--- config.mk ---
export PLATFORM = sky130hd
export DESIGN_NAME = pmx_port_mux
export DESIGN_NICKNAME = d
export VERILOG_FILES = /design/src/rtl/pmx_pkg.sv /design/src/rtl/pmx_port_mux.sv
export SDC_FILE = /design/constraint.sdc
export NUM_CORES = 1
export LEC_CHECK = 0
export BUFFER_PORTS_ARGS = -buffer_cell sky130_fd_sc_hd__clkbuf_2
export CELL_PAD_IN_SITES_DETAIL_PLACEMENT = 1
export CELL_PAD_IN_SITES_GLOBAL_PLACEMENT = 1
export CORE_ASPECT_RATIO = 2
export CORE_UTILIZATION = 47
export DETAILED_ROUTE_END_ITERATION = 7
export PLACE_DENSITY = 0.84
export SKIP_CTS_REPAIR_TIMING = 1
export SYNTH_ARGS = -nofsm -noshare
export SYNTH_HDL_FRONTEND = slang
export SYNTH_SLANG_ARGS = --single-unit
export TNS_END_PERCENT = 1
--- constraint.sdc ---
create_clock -name pclk -period 3.86 [get_ports pclk]
set_clock_uncertainty 0.1 [all_clocks]
set_input_delay 0.386 -clock pclk [delete_from_list [all_inputs] [get_ports pclk]]
set_output_delay 0.386 -clock pclk [all_outputs]
set_load 0.005 [all_outputs]
--- src/rtl/pmx_pkg.sv ---
// pmx_pkg: register map, reset values and carrier types for the port 3..6 pin mux
// assumes a 32-bit apb slave with byte addresses, one register per aligned word
package pmx_pkg;
  localparam int AW = 7;
  // register byte offsets
  localparam logic [AW-1:0] ADR_P3_LAT  = 7'h00;
  localparam logic [AW-1:0] ADR_P3_DIR  = 7'h04;
  localparam logic [AW-1:0] ADR_P3_FUNC = 7'h08;
  localparam logic [AW-1:0] ADR_P4_LAT  = 7'h0C;
  localparam logic [AW-1:0] ADR_P4_DIR  = 7'h10;
  localparam logic [AW-1:0] ADR_P5_LAT  = 7'h14;
  localparam logic [AW-1:0] ADR_P5_DIR  = 7'h18;
  localparam logic [AW-1:0] ADR_P6_LAT  = 7'h1C;
  localparam logic [AW-1:0] ADR_P6_DIR  = 7'h20;
  localparam logic [AW-1:0] ADR_MEM_EXT = 7'h24;
  localparam logic [AW-1:0] ADR_WAIT_A  = 7'h28;
  localparam logic [AW-1:0] ADR_WAIT_B  = 7'h2C;
  localparam logic [AW-1:0] ADR_HOLD    = 7'h30;
  localparam logic [AW-1:0] ADR_RFSH    = 7'h34;
  localparam logic [AW-1:0] ADR_IRQ_EDG = 7'h38;
  localparam logic [AW-1:0] ADR_PINS    = 7'h3C;
  localparam logic [AW-1:0] ADR_P2_PINS = 7'h40;
  // reset values: direction 1 means input
  localparam logic [7:0]  DIR_RST  = 8'hFF;
  localparam logic [7:0]  LAT_RST  = 8'h00;
  localparam logic [3:0]  MEM_RST  = 4'h0;
  // field positions and codes
  localparam int          HOLD_EN_BIT = 7;
  localparam int          RFSH_EN_BIT = 7;
  localparam logic [1:0]  WAIT_EXT    = 2'h3;
  localparam logic [3:0]  MID_BASE    = 4'h2;
  localparam logic [3:0]  UP_BASE     = 4'h6;

  // one port's pin drive: oe_n low means the pin is driven
  typedef struct packed {
    logic [7:0] out;
    logic [7:0] oe_n;
  } pmx_pin_s;

  // from the bus controller
  typedef struct packed {
    logic [7:0] ad_out;
    logic       ad_oe;
    logic [7:0] addr_mid;
    logic [3:0] addr_up;
    logic       rd_n;
    logic       wr_n;
    logic       hold_ack;
    logic       refresh;
  } pmx_bus_s;

  // from the serial units and timers
  typedef struct packed {
    logic       txd;
    logic       csi0_clk_out;
    logic       csi0_clk_oe;
    logic       csi0_dout;
    logic       iic_mode;
    logic       scl_low;
    logic       sda_low;
    logic [3:0] timer_out;
  } pmx_ser_s;

  // pin levels handed to the peripherals
  typedef struct packed {
    logic       rxd;
    logic       csi0_clk_in;
    logic       sda_in;
    logic       baud_clk;
    logic       csi0_din;
    logic [7:0] ad_in;
    logic       wait_in;
    logic       hold_req;
  } pmx_fb_s;

  // edge events from the interrupt pins
  typedef struct packed {
    logic [5:0] irq;
    logic       t1_trig;
    logic       t2_cap_b;
    logic       t2_clk_cap_a;
    logic       t0_trig;
    logic       adc_trig;
  } pmx_trig_s;

  typedef struct packed {
    logic [7:0]  p3_lat, p3_dir, p3_func;
    logic [7:0]  p4_lat, p4_dir, p5_lat, p5_dir, p6_lat, p6_dir;
    logic [3:0]  mem_ext;
    logic [15:0] wait_a, wait_b;
    logic [7:0]  hold_mode, rfsh_mode;
    logic [11:0] irq_edge;
    logic [5:0]  p2_prev;
    logic        pready, pslverr;
    logic [31:0] prdata;
    pmx_pin_s    p3, p4, p5, p6;
    pmx_fb_s     fb;
    pmx_trig_s   trig;
  } pmx_state_s;
endpackage

--- src/rtl/pmx_port_mux.sv ---
// pmx_port_mux: port 3..6 pin multiplexer with apb register file and port 2 edge events
// assumes pins resolved outside from out/oe_n, inputs synchronous to pclk
`timescale 1ns/1ns
`default_nettype none

// Behaviour
// (RULE_01) port 3 function bit: 0 port, 1 alternate
// (RULE_02) port 3 port pins follow direction bits
// (RULE_03) port 3 pin levels always readable
// (RULE_04) reset: port 3 inputs, high impedance
// (RULE_05) port 3 alternate serial and timer pins
// (RULE_06) two-wire variant: pins 2,3 SCL/SDA
// (RULE_07) port 4 becomes address/data bus
// (RULE_08) reset: port 4 inputs, high impedance
// (RULE_09) port 5 address 8..15 in pairs
// (RULE_10) reset: port 5 inputs, high impedance
// (RULE_11) full variant: port 6 plain, reset inputs
// (RULE_12) port 6 pins 0..3 upper address pairs
// (RULE_13) port 6 pins 4,5 read/write strobes
// (RULE_14) port 6 pin 6 external wait input
// (RULE_15) hold enable: request in, acknowledge out
// (RULE_16) refresh enable drives pin 7 pulses
// (RULE_17) reduced variant: fixed port 6 roles
// (RULE_18) reduced variant: port 6 reset levels
// (RULE_19) reduced variant: latch low nibble zero
// (RULE_20) reduced variant: ports 4,5 always bus
// (RULE_21) interrupt pins raise request on edge
// (RULE_22) interrupt pins also feed triggers
// (RULE_23) alternate pins ignore latch and direction
module pmx_port_mux #(
  parameter bit REDUCED = 1'b0,
  parameter bit HAS_IIC = 1'b1
) (
  // clock and reset
  input  wire logic                  pclk,
  input  wire logic                  presetn,
  // apb slave
  input  wire logic                  psel,
  input  wire logic                  penable,
  input  wire logic                  pwrite,
  input  wire logic [6:0]            paddr,
  input  wire logic [31:0]           pwdata,
  output logic      [31:0]           prdata,
  output logic                       pready,
  output logic                       pslverr,
  // pin levels
  input  wire logic [7:0]            p2_in,
  input  wire logic [7:0]            p3_in,
  input  wire logic [7:0]            p4_in,
  input  wire logic [7:0]            p5_in,
  input  wire logic [7:0]            p6_in,
  // pin drive
  output pmx_pkg::pmx_pin_s          p3_pin,
  output pmx_pkg::pmx_pin_s          p4_pin,
  output pmx_pkg::pmx_pin_s          p5_pin,
  output pmx_pkg::pmx_pin_s          p6_pin,
  // peripheral side
  input  wire pmx_pkg::pmx_bus_s     bus,
  input  wire pmx_pkg::pmx_ser_s     ser,
  output pmx_pkg::pmx_fb_s           fb,
  output pmx_pkg::pmx_trig_s         trig
);
  import pmx_pkg::*;

  pmx_state_s s;
  pmx_state_s next_s;

  // alternate pins take the function's drive, others the latch and direction
  function automatic pmx_pin_s mux8(input logic [7:0] alt, input logic [7:0] a_out,
                                    input logic [7:0] a_oe_n, input logic [7:0] lat,
                                    input logic [7:0] dir);
    pmx_pin_s r;
    r.out  = (alt & a_out) | (~alt & lat);
    r.oe_n = (alt & a_oe_n) | (~alt & dir);
    return r;
  endfunction

  logic       ext_on;
  logic [3:0] mid_on;
  logic [1:0] up_on;
  logic       hold_en;
  logic       rfsh_en;
  logic       wait_sel;
  logic [31:0] wait_all;
  logic [5:0] edge_hit;
  logic [7:0] p3_aout;
  logic [7:0] p3_aoe_n;
  logic [7:0] p6_alt;
  logic [7:0] p6_aout;
  logic [7:0] p6_aoe_n;

  // pin role decode, shared by the pin drive and the assertions
  always_comb begin
    ext_on   = REDUCED || (s.mem_ext != 4'h0);                          // RULE_13 RULE_20
    for (int k = 0; k < 4; k++) begin
      mid_on[k] = REDUCED || (s.mem_ext >= MID_BASE + 4'(k));          // RULE_09 RULE_20
    end
    for (int j = 0; j < 2; j++) begin
      up_on[j] = s.mem_ext >= UP_BASE + 4'(j);                          // RULE_12
    end
    hold_en  = s.hold_mode[HOLD_EN_BIT];
    rfsh_en  = s.rfsh_mode[RFSH_EN_BIT];
    // eight two-bit area fields, area n at bits 2n+1:2n of the joined word
    wait_all = {s.wait_b, s.wait_a};
    wait_sel = 1'b0;
    for (int a = 0; a < 8; a++) begin
      if (wait_all[2*a +: 2] == WAIT_EXT) begin
        wait_sel = 1'b1;
      end
    end
    wait_sel = wait_sel && s.p6_dir[6];                                 // RULE_14
    edge_hit = (p2_in[5:0] & ~s.p2_prev & s.irq_edge[5:0])
             | (~p2_in[5:0] & s.p2_prev & s.irq_edge[11:6]);           // RULE_21
  end

  // alternate drive for ports 3 and 6
  always_comb begin
    // receive pin is input only; two-wire mode pulls low, never drives high
    p3_aout  = {ser.timer_out, ser.csi0_dout, ser.csi0_clk_out, ser.txd, 1'b1}; // RULE_05
    p3_aoe_n = {4'h0, 1'b0, ~ser.csi0_clk_oe, 1'b0, 1'b1};
    if (HAS_IIC && ser.iic_mode) begin
      p3_aout[3:2]  = 2'b00;                                            // RULE_06
      p3_aoe_n[3:2] = ~{ser.sda_low, ser.scl_low};
    end
    // hold takes pin 7 before refresh; pin 6 is then an input
    p6_alt   = {hold_en | rfsh_en, hold_en, {2{ext_on}}, {2{up_on[1]}}, {2{up_on[0]}}};
    p6_aout  = {hold_en ? bus.hold_ack : bus.refresh, 1'b1, bus.wr_n, bus.rd_n,
                bus.addr_up};                                           // RULE_15 RULE_16
    p6_aoe_n = {1'b0, 1'b1, 2'b00, 4'h0};
    if (REDUCED) begin
      p6_alt[5:4] = 2'b11;                                              // RULE_17
    end
  end

  // register file, pin drive and event capture
  always_comb begin
    logic [31:0] rd;
    logic        hit;
    rd             = 32'h0;
    hit            = 1'b1;
    next_s         = s;
    next_s.pready  = 1'b0;
    next_s.pslverr = 1'b0;
    // setup cycle: decode and load read data, answer in the access cycle
    if (psel && !penable && !s.pready) begin
      if (paddr == ADR_P3_LAT) begin
        rd = {24'h0, s.p3_lat};
      end else if (paddr == ADR_P3_DIR) begin
        rd = {24'h0, s.p3_dir};
      end else if (paddr == ADR_P3_FUNC) begin
        rd = {24'h0, s.p3_func};
      end else if (paddr == ADR_P4_LAT) begin
        rd = {24'h0, s.p4_lat};
      end else if (paddr == ADR_P4_DIR) begin
        rd = {24'h0, s.p4_dir};
      end else if (paddr == ADR_P5_LAT) begin
        rd = {24'h0, s.p5_lat};
      end else if (paddr == ADR_P5_DIR) begin
        rd = {24'h0, s.p5_dir};
      end else if (paddr == ADR_P6_LAT) begin
        rd = {24'h0, s.p6_lat};
      end else if (paddr == ADR_P6_DIR) begin
        rd = {24'h0, s.p6_dir};
      end else if (paddr == ADR_MEM_EXT) begin
        rd = {28'h0, s.mem_ext};
      end else if (paddr == ADR_WAIT_A) begin
        rd = {16'h0, s.wait_a};
      end else if (paddr == ADR_WAIT_B) begin
        rd = {16'h0, s.wait_b};
      end else if (paddr == ADR_HOLD) begin
        rd = {24'h0, s.hold_mode};
      end else if (paddr == ADR_RFSH) begin
        rd = {24'h0, s.rfsh_mode};
      end else if (paddr == ADR_IRQ_EDG) begin
        rd = {20'h0, s.irq_edge};
      end else if (paddr == ADR_PINS) begin
        rd = {p6_in, p5_in, p4_in, p3_in};                              // RULE_03
      end else if (paddr == ADR_P2_PINS) begin
        rd = {24'h0, p2_in};
      end else begin
        hit = 1'b0;
      end
      next_s.pready  = 1'b1;
      next_s.prdata  = rd;
      next_s.pslverr = !hit;
    end
    // access cycle: writes land here; pin level registers ignore writes
    if (psel && penable && s.pready && pwrite && !s.pslverr) begin
      if (paddr == ADR_P3_LAT) begin
        next_s.p3_lat = pwdata[7:0];
      end else if (paddr == ADR_P3_DIR) begin
        next_s.p3_dir = pwdata[7:0];
      end else if (paddr == ADR_P3_FUNC) begin
        next_s.p3_func = pwdata[7:0];
      end else if (paddr == ADR_P4_LAT) begin
        next_s.p4_lat = pwdata[7:0];
      end else if (paddr == ADR_P4_DIR) begin
        next_s.p4_dir = pwdata[7:0];
      end else if (paddr == ADR_P5_LAT) begin
        next_s.p5_lat = pwdata[7:0];
      end else if (paddr == ADR_P5_DIR) begin
        next_s.p5_dir = pwdata[7:0];
      end else if (paddr == ADR_P6_LAT) begin
        next_s.p6_lat = pwdata[7:0];
      end else if (paddr == ADR_P6_DIR) begin
        next_s.p6_dir = pwdata[7:0];
      end else if (paddr == ADR_MEM_EXT) begin
        next_s.mem_ext = pwdata[3:0];
      end else if (paddr == ADR_WAIT_A) begin
        next_s.wait_a = pwdata[15:0];
      end else if (paddr == ADR_WAIT_B) begin
        next_s.wait_b = pwdata[15:0];
      end else if (paddr == ADR_HOLD) begin
        next_s.hold_mode = pwdata[7:0];
      end else if (paddr == ADR_RFSH) begin
        next_s.rfsh_mode = pwdata[7:0];
      end else if (paddr == ADR_IRQ_EDG) begin
        next_s.irq_edge = pwdata[11:0];
      end
    end
    // pin drive, one flop stage so every output is registered
    next_s.p3 = mux8(s.p3_func, p3_aout, p3_aoe_n, s.p3_lat, s.p3_dir); // RULE_01 RULE_02 RULE_23
    next_s.p4 = mux8({8{ext_on}}, bus.ad_out, {8{~bus.ad_oe}}, s.p4_lat, s.p4_dir); // RULE_07
    next_s.p5 = mux8({{2{mid_on[3]}}, {2{mid_on[2]}}, {2{mid_on[1]}}, {2{mid_on[0]}}},
                     bus.addr_mid, 8'h00, s.p5_lat, s.p5_dir);          // RULE_09
    next_s.p6 = mux8(p6_alt, p6_aout, p6_aoe_n, s.p6_lat, s.p6_dir);    // RULE_11 RULE_23
    if (REDUCED) begin
      next_s.p6.oe_n[3:0] = 4'h0;                                       // RULE_17 RULE_18
    end
    // port 3 alternate inputs reach a unit only while the pin is assigned to it; port 2 and port 4 levels pass ungated
    next_s.fb.rxd         = s.p3_func[0] ? p3_in[0] : 1'b1;
    next_s.fb.csi0_clk_in = s.p3_func[2] ? p3_in[2] : 1'b1;
    next_s.fb.sda_in      = s.p3_func[3] ? p3_in[3] : 1'b1;
    next_s.fb.baud_clk    = p2_in[4];
    next_s.fb.csi0_din    = p2_in[7];
    next_s.fb.ad_in       = p4_in;
    next_s.fb.wait_in     = wait_sel && p6_in[6];                       // RULE_14
    next_s.fb.hold_req    = hold_en && p6_in[6];                        // RULE_15
    // interrupt and trigger events, one-cycle pulses
    next_s.p2_prev           = p2_in[5:0];
    next_s.trig.irq          = edge_hit;                                // RULE_21
    next_s.trig.t1_trig      = edge_hit[0];                             // RULE_22
    next_s.trig.t2_cap_b     = edge_hit[1];
    next_s.trig.t2_clk_cap_a = edge_hit[2];
    next_s.trig.t0_trig      = edge_hit[3];
    next_s.trig.adc_trig     = edge_hit[5];
  end

  // reset leaves every port pin floating except the reduced strobes
  always_ff @(posedge pclk or negedge presetn) begin
    if (!presetn) begin
      s           <= '0;
      s.p3_dir    <= DIR_RST;                                           // RULE_04
      s.p4_dir    <= DIR_RST;                                           // RULE_08
      s.p5_dir    <= DIR_RST;                                           // RULE_10
      s.p6_dir    <= DIR_RST;                                           // RULE_11
      s.p3_lat    <= LAT_RST;
      s.p4_lat    <= LAT_RST;
      s.p5_lat    <= LAT_RST;
      s.p6_lat    <= LAT_RST;                                           // RULE_19
      s.mem_ext   <= MEM_RST;
      s.p3.oe_n   <= 8'hFF;
      s.p4.oe_n   <= 8'hFF;
      s.p5.oe_n   <= 8'hFF;
      s.p6.oe_n   <= REDUCED ? 8'hCF : 8'hFF;                           // RULE_18
      s.p6.out    <= REDUCED ? 8'h30 : 8'h00;
      s.fb.rxd    <= 1'b1;
      s.fb.csi0_clk_in <= 1'b1;
      s.fb.sda_in <= 1'b1;
    end else begin
      s <= next_s;
    end
  end

  assign prdata  = s.prdata;
  assign pready  = s.pready;
  assign pslverr = s.pslverr;
  assign p3_pin  = s.p3;
  assign p4_pin  = s.p4;
  assign p5_pin  = s.p5;
  assign p6_pin  = s.p6;
  assign fb      = s.fb;
  assign trig    = s.trig;
endmodule

`default_nettype wire

==> metrics, run 1 <==
asr flop ratio synth 100%; synthesized netlist cell count 1092; CP top delay family simple AND/OR/NAND/NOR gates; I/O Buffers 227; I/O Pins 244; final net count 1364; CTS buffer count 24; footprint of the multi-input gates 4680 sq um; post-synthesis compound-gate area fraction 9.76%; first-pass GRT wire length 60600 microns; Synth warnings 0; largest net degree at the start of global routing 107; initial antenna violation count 0; status complete, but fails checks; Std-Cell Rows 84; Routed Antenna Nets 0; Hold WS -0.0178 ns; Pins Over Slew Limit 0; FF+latch count, synth 260; Via Count 9472; clk buf depth 3; total power 0.00580 W; PD cells 401 nW/um^2; Tightest Pin Transition 0.972 ns; Iter 0 DRT Violations 659; Root Buffer clkbuf_16; Worst Setup End Kind flop; dpl hpwl 29800 microns; clock sink count 260; Main synth FF type dfrtp_1; worst path cell trace nor2b_1, nand4_1, nor3_2, mux2_2; Antenna diodes 0; Hold Fails Final Rpt 5; htree depth 1; DIE WIDTH 117 microns; FMAX 0.330 GHz; Max Cap Violations 0; TritonCTS clock tree built; Mean Syn Cell Area 11.4 sq um; XOR/XNOR Fraction of Synth Area 0%; Synth Area in Adders 0%; drt pass-1 iters 6; WL final 42900 microns; hold path cells 3; Via density 5.90; Clk Latency, worst-skew pair 0.55 ns; RSZ-0062 raised after global routing false; mux contribution to synthesized area 15.5%; wire per inst 26.7 microns; vias in the first global route 9813; Synth Area in Simple Gates 12.1%; crit path DAT 3.35 ns; fraction of layout cells with a size suffix above 1 43.2%; CP peak stage delay 1.04 ns; Leakage 6.87 nW; Post-Syn Area 12500 sq um; crit path launch type flop; min cycle time layout 3.03 ns; Starting Density 47.7%; GR Overflow Total 0; WP depth 4; CP max-delay cell nor3_2; clock-pin slew on the worst setup and hold paths 0.07 ns; Post-synth EDFFs 0; Die ar. 27300 sq um; setup TNS 0 ns; register area 6590 sq um; fillers 2793; relative slew slack 34.9%; setup violators final 0; violated checks negative hold slack; Core Region 26200 sq um; reg2reg path depth 4; worst path buffer plus inverter count 0; DRC Markers 0; Distinct cells, synth 71; Die Height 233 microns; Mapped Nets 1212; WP data required 4.18 ns; critical setup path kind reg2reg; Crit Path Max Fanout 9; final instance area 14500 sq um; sequential area share after synthesis 52.7%; Max VDD drop 249 uV; Finished Core Util 55.2%; RD Place Congestion 0.953; Tcrit/Tclk final 78.4%; HP Class in2reg; placed inst area 13100 sq um; main combinational cell family by area after synthesis multiplexers; Total GRT Usage 31.0%; Area growth, synth to finish 15.7%
-- synthesized netlist by cell type (7+ instances only) --
library cell / n / area [sq um]
buf_2: 19 / 95.1
o21ai_0: 58 / 290
mux2i_1: 16 / 160
dfrtp_1: 193 / 4830
inv_1: 12 / 45.0
o22ai_1: 8 / 50.1
a22oi_1: 15 / 113
nor2b_1: 10 / 62.6
nand2_1: 100 / 375
dfstp_2: 67 / 1760
a21o_1: 10 / 75.1
clkbuf_1: 27 / 101
and2_1: 21 / 131
o211ai_1: 9 / 67.6
nand3_1: 22 / 110
nor3_1: 14 / 70.1
buf_4: 125 / 938
nor4_1: 7 / 43.8
nor2_1: 41 / 154
a21oi_1: 38 / 190
nand3b_1: 11 / 82.6
mux2_2: 158 / 1780
-- layout by cell type (no fill, tap or decap), types with 12 or more instances in the layout --
cell and n:
and2_1 21, clkbuf_2 226, o21ai_0 58, clkbuf_16 26, dlygate4sd3_1 54, nand3_1 22
dfrtp_1 193, nor2_1 40, dfstp_2 67, nand2_1 100, a22oi_1 15, mux2_2 158
buf_4 23, a21oi_1 38, mux2i_1 16, inv_1 12, nor3_1 14
-- cell families (layout without fill, tap and decap cells) --
kind of cell,after synthesis,in the layout
multiplexers,174,174
AO/OA/AOI/OAI,189,189
flip-flops,260,260
AND/OR/NAND/NOR,277,277
buffers and inverters,192,362
-- report_power, final --
part / switching (W) / internal, W
Combinational: 0.000290 / 0.000171
Clock: 0.00108 / 0.00145
Sequential: 0.0000279 / 0.00278
-- cell type report --
cell class / count / area share, %
Tap cell: 344 / 2.98
Clock inverter: 13 / 0.995
Timing Repair Buffer: 305 / 13.0
Inverter: 13 / 0.338
Multi-Input combinational cell: 640 / 32.4
Clock buffer: 31 / 4.70
Sequential cell: 260 / 45.6
-- state kept, by name, indices dropped and copies added (netlist names) --
name	cells
p4_pin	16
p6_pin	16
pslverr	1
p3_pin	16
prdata	32
rfsh_en	1
pready	1
fb	14
p5_pin	16
s	140
hold_en	1
trig	6
-- tightest hold or removal path: stages --
cell      delay (ns)
clkbuf_2        0.08
nand3_1         0.06
nand2_1         0.05
-- final timing paths --
path,from,end,slack [ns]
min in group asynchronous,presetn,prdata[18]$_DFFE_PN0P_,0.39
min reg2reg,prdata[17]$_DFFE_PN0P_,prdata[17]$_DFFE_PN0P_,0.37
max,pslverr$_DFF_PN0_,s[146]$_DFFE_PN0P_,0.83
max in group asynchronous,presetn,p5_pin[2]$_DFF_PN1_,2.25
min,p6_in[7],prdata[31]$_DFFE_PN0P_,-0.02
max reg2reg,pslverr$_DFF_PN0_,s[146]$_DFFE_PN0P_,0.83
-- stage by stage --
stage                     cells  setup WS, ns
after floorplan            1092          1.63
after global placement     1508         0.834
after detailed placement   1508         0.816
after CTS                  1552          1.04
after global routing       1606         0.789
final                      1606         0.834
-- per-layer routing --
metal	global-route usage (%)	vias to the layer above	part of all wire, %
met5	0	-	0
met4	22.5	0	8.2
met3	3.86	169	4.5
met2	55.8	416	54
met1	32.1	4841	33
li1	-	4046	-
(Power assumes the default switching activity.)
==> run 2: changes to the inputs <==
Settings changed: ABC_AREA set to 1, CORE_UTILIZATION 47 to 41, PLACE_DENSITY 0.84 to 0.79.
Clock period 3.86 ns to 2.9 ns, I/O delays scaled along.
==> run 2 against run 1 <==
  * The flow still finishes with violations (negative hold slack)
  * Die area grew 7.9%
  * Cell count grew 18%
  * Clock power grew 47%
  * Via count grew 4.2%
  * Setup slack lost 0.074 ns
  * Non-clock buffer count grew 28
  * Area after synthesis shrank 5.8%
  * Maximum frequency grew 41%
  * Highest routed layer unchanged
==> metrics, run 2 <==
fraction of layout cells with a size suffix above 1 26.9%; I/O Buffers 227; final instance area 14200 sq um; crit path launch type flop; clock-pin slew on the worst setup and hold paths 0.07 ns; top post-synthesis cells by area dfrtp_1, dfstp_2, nand2_1, buf_4, o21ai_0; fillers 3358; setup violators final 0; WL final 38700 microns; Synth warnings 0; commonest cells in the netlist nand2_1, dfrtp_1, o21ai_0, buf_4, inv_1; htree depth 1; FF+latch count, synth 260; vias in the first global route 10000; Root Buffer clkbuf_16; Post-synth EDFFs 0; CTS buffer count 25; PD cells 557 nW/um^2; Via Count 9870; reg2reg path depth 7; FMAX 0.467 GHz; Tightest Pin Transition 0.832 ns; count leader, synth nand2_1; Hold Fails Final Rpt 1; initial antenna violation count 0; max reg flops 140; hold path cells 4; setup TNS 0 ns; Via density 5.22; Max Cap Violations 0; Worst Setup End Kind flop; crit path DAT 2.45 ns; Setup crit start pready$_DFF_PN0_; RSZ-0062 raised after global routing false; Pins Over Slew Limit 0; Core Region 28200 sq um; GR Overflow Total 0; wire per inst 20.5 microns; clk buf depth 3; I/O Pins 244; Mean Syn Cell Area 8.92 sq um; DRC Markers 0; drt pass-1 iters 5; Crit Path Max Fanout 16; Starting Density 41.8%; Top reg by flops s; Finished Layout Cells 1890; DP Cell Count 1765; top cell type's share of synthesized area 41.0%; critical setup path kind reg2reg; Antenna diodes 0; Tcrit/Tclk final 73.8%; asr flop ratio synth 100%; Std-Cell Rows 87; total power 0.00791 W; placed inst area 12500 sq um; first-pass GRT wire length 55900 microns; Total GRT Usage 25.2%; largest net degree at the start of global routing 86; Routed Antenna Nets 0; Hold WS -0.00264 ns; Iter 0 DRT Violations 512; sequential area share after synthesis 56.0%; Leakage 6.91 nW; WP data required 3.20 ns; Mapped Nets 1439; DIE WIDTH 122 microns; status complete, but fails checks; Main synth FF type dfrtp_1; Clk Latency, worst-skew pair 0.56 ns; Post-Syn Area 11800 sq um; Max VDD drop 404 uV; Area growth, synth to finish 20.8%; synthesized netlist cell count 1319; most frequent cells in the layout nand2_1, clkbuf_2, dfrtp_1; min-delay src bus[16]; worst r2r src pready$_DFF_PN0_; Die ar. 29400 sq um; violated checks negative hold slack; Distinct cells, synth 38; Die Height 242 microns; dpl hpwl 27000 microns; RD Place Congestion 0.895; area leader, netlist dfrtp_1; min cycle time layout 2.14 ns; TritonCTS clock tree built; final net count 1635; relative slew slack 43.9%; commonest non-fill, non-tap cell in the layout nand2_1; HP Class in2reg; clock sink count 260
[run 2: final timing paths]
| path | endpoint | slack, ns |
|---|---|---|
| worst max-delay path | s[202]$_DFFE_PN0P_ | 0.76 |
| worst min-delay path | p4_pin[2]$_DFF_PN1_ | -0.003 |
| worst max register to register | s[202]$_DFFE_PN0P_ | 0.76 |
| worst min register to register | p3_pin[4]$_DFF_PN1_ | 0.36 |
| max in group asynchronous | p5_pin[3]$_DFF_PN1_ | 1.59 |
| min in group asynchronous | prdata[31]$_DFFE_PN0P_ | 0.22 |
[run 2: worst max-delay path: stages (launching register included)]
cell and delay, ns:
dfrtp_1 0.40, nand4_1 0.13, nor2_1 0.27, nand2_1 0.17, nor3_2 0.27, nand3_2 0.39, nand2_1 0.19, o21ai_2 0.06
[run 2: cells by family (layout without fill, tap and decap cells)]
logic type | Yosys count | after routing | share of synthesized area (%)
compound gates | 237 | 237 | 11.3
mux | 9 | 9 | 0.861
simple gates | 536 | 536 | 18.8
flops | 260 | 260 | 56.0
buf+inv | 277 | 492 | 13.0
[run 2: power breakdown]
group / leakage [nW] / internal (W) / switching, W
combinational: 3.12 / 0.000200 / 0.000296
sequential: 3.34 / 0.00368 / 0.0000274
clock: 0.451 / 0.00219 / 0.00152
[run 2: final cells by class]
type                       instances  area, sq um  area share, %
clock buffer                      32          712           5.01
clock inverter                    14          213           1.50
inverter                         113          424           2.98
multi-input combinational        782         3650           25.7
sequential                       260         6590           46.4
tap                              356          445           3.13
timing repair buffer             333         2180           15.3
[run 2: through the flow]
stage               util, %  worst slack, ns
finish                 50.4            0.760
global route           50.4            0.682
CTS                    47.6            0.815
detailed placement     44.3            0.381
global placement       44.3            0.460
floorplan                 -             1.13
[run 2: per-layer routing]
metal / share of wire, % / GRT usage (%) / up-vias / wire (microns)
met5: 0 / 0 / - / 0
met4: 5.5 / 14.4 / 0 / 2130
met1: 34 / 26.6 / 4940 / 13300
met3: 3.6 / 2.76 / 112 / 1400
li1: - / - / 4505 / -
met2: 57 / 47.0 / 313 / 21900
==> run 3: changes to the inputs <==
Settings changed: ABC_AREA 1 to 0, CORE_UTILIZATION 41 to 40, PLACE_DENSITY 0.79 to 0.76.
Clock period 2.9 ns to 1.9 ns, I/O delays scaled along.
==> run 3 against run 2 <==
  * The run ends with negative hold slack, negative setup slack left
  * Via count up 2.3%
  * Flip-flop and latch count unchanged
  * Sequential share of layout area down 6.1 points
  * Non-clock buffer count up 159
  * Die area up 8.7%
  * Critical endpoint is now s[225]$_DFFE_PN0P_
  * Largest cell class unchanged
==> metrics, run 3 (synthesized netlist as in run 1, its figures left out) <==
Via Count 10100; initial antenna violation count 0; Setup crit start pslverr$_DFF_PN0_; Antenna diodes 0; clock-pin slew on the worst setup and hold paths 0.08 ns; Iter 0 DRT Violations 379; total power 0.0120 W; relative slew slack 54.6%; CP top delay family simple AND/OR/NAND/NOR gates; TritonCTS clock tree built; GR Overflow Total 0; first-pass GRT wire length 66900 microns; clock share of power 42.4%; RSZ-0062 raised after global routing true; largest net degree at the start of global routing 68; drt pass-1 iters 5; Hold Fails Final Rpt 1; crit path DAT 2.41 ns; clk buf depth 3; commonest non-fill, non-tap cell in the layout clkbuf_2; PD cells 733 nW/um^2; crit path launch type flop; Total GRT Usage 28.7%; Internal Dissipation 0.00906 W; critical setup path kind reg2reg; dpl hpwl 35000 microns; CP peak stage delay 0.41 ns; final net count 1551; Sw Share 24.4%; Final WS setup -0.188 ns; fraction of layout cells with a size suffix above 1 49.6%; WL final 48500 microns; most frequent cells in the layout clkbuf_2, dfrtp_1, buf_4; vias in the first global route 10700; Area growth, synth to finish 30.9%; WP data required 2.22 ns; Max VDD drop 662 uV; clock sink count 260; RD Place Congestion 0.953; min cycle time layout 2.09 ns; min-delay src p2_in[2]; Crit Path Max Fanout 6; Clk Latency, worst-skew pair 0.55 ns; setup violators final 43; I/O Pins 244; Routed Antenna Nets 0; I/O Buffers 227; Std-Cell Rows 91; Core Region 30700 sq um; wire per inst 26.6 microns; Hold WS -0.0198 ns; HP Class in2reg; violated checks negative hold slack, negative setup slack; DIE WIDTH 127 microns; sequential share of power 47.7%; Tcrit/Tclk final 110%; CTS buffer count 24; Die Height 252 microns; worst slack, placed -0.651 ns; worst path cell trace nor2b_2, nand4_1, buf_6, or3_4, nor2_4, buf_12, mux2_4; Starting Density 40.6%; Root Buffer clkbuf_16; DRC Markers 0; R2R setup slack -0.19 ns; Die ar. 32000 sq um; CP max-delay cell dfrtp_1; Worst Setup End Kind flop; Pins Over Slew Limit 0; Comb pwr share 10.0%; Tightest Pin Transition 0.680 ns; Top reg by flops s; max reg flops 140; Max Cap Violations 0; Leakage 7.85 nW; switching pwr 0.00292 W; status complete, but fails checks; FMAX 0.479 GHz; htree depth 1; worst path buffer plus inverter count 2; Via density 5.54; worst r2r src pslverr$_DFF_PN0_
run 3: cell types whose count changed in the layout (fill, tap and decap cells not counted), sizes merged, moves of 16 or more:
cell / change
and2: +21
mux2i: +16
o21ai: -130
nand2: -278
inv: -102
a21oi: +26
buf: +157
mux2: +149
nor2: -33
nand3: -24
run 3: layout make-up:
cell class                      count  area, sq um
Sequential cell                   260         6590
Timing Repair Buffer              492         3540
Inverter                           13         48.8
Multi-Input combinational cell    640         4900
Clock buffer                       37          721
Fill cell                        3310        14400
Tap cell                          372          465
Clock inverter                      7         91.3
run 3: metal layers:
layer	GRT usage (%)	wire (microns)	vias to the layer above
met3	2.59	1530	158
li1	-	-	4410
met1	28.2	16000	5213
met2	55.6	27100	313
met5	0	0	-
met4	19.6	3900	0
run 3: worst register-to-register path: stages (launching register included):
cell	delay, ns
dfrtp_1	0.41
nor2b_2	0.15
nand4_1	0.14
buf_6	0.17
or3_4	0.39
nor2_4	0.15
buf_12	0.14
mux2_4	0.31
run 3: metrics by stage:
stage	hold WS, ns	setup TNS, ns	cells	instance area [sq um]	util (%)
floorplan	-0.206	-5.64	1092	12500	-
global placement	0.0926	-25.95	1692	14500	47.0
detailed placement	0.101	-30.38	1692	14500	47.0
CTS	-0.469	-10.84	1736	15300	49.7
global route	0.00434	-9.75	1821	16400	53.2
finish	-0.0198	-5.17	1821	16400	53.2
run 3: worst paths after layout:
path | to | cells past startpoint
setup / recovery | s[225]$_DFFE_PN0P_ | 7
hold / removal | trig[7]$_DFF_PN0_ | 3
setup reg to reg | s[225]$_DFFE_PN0P_ | 7
hold reg to reg | prdata[21]$_DFFE_PN0P_ | 2
max in group asynchronous | p6_pin[6]$_DFF_PN1_ | 3
min in group asynchronous | p5_pin[12]$_DFF_PN0_ | 2
run 3: power groups by stage:
stage | clock network (W) | logic, W | registers (W)
final | 0.00508 | 0.00119 | 0.00571
after global routing | 0.00535 | 0.00127 | 0.00571
after CTS | 0.00516 | 0.00104 | 0.00570
after detailed placement | 0 | 0.00103 | 0.00580
after global placement | 0 | 0.00101 | 0.00580
after floorplan | 0 | 0.000425 | 0.00577
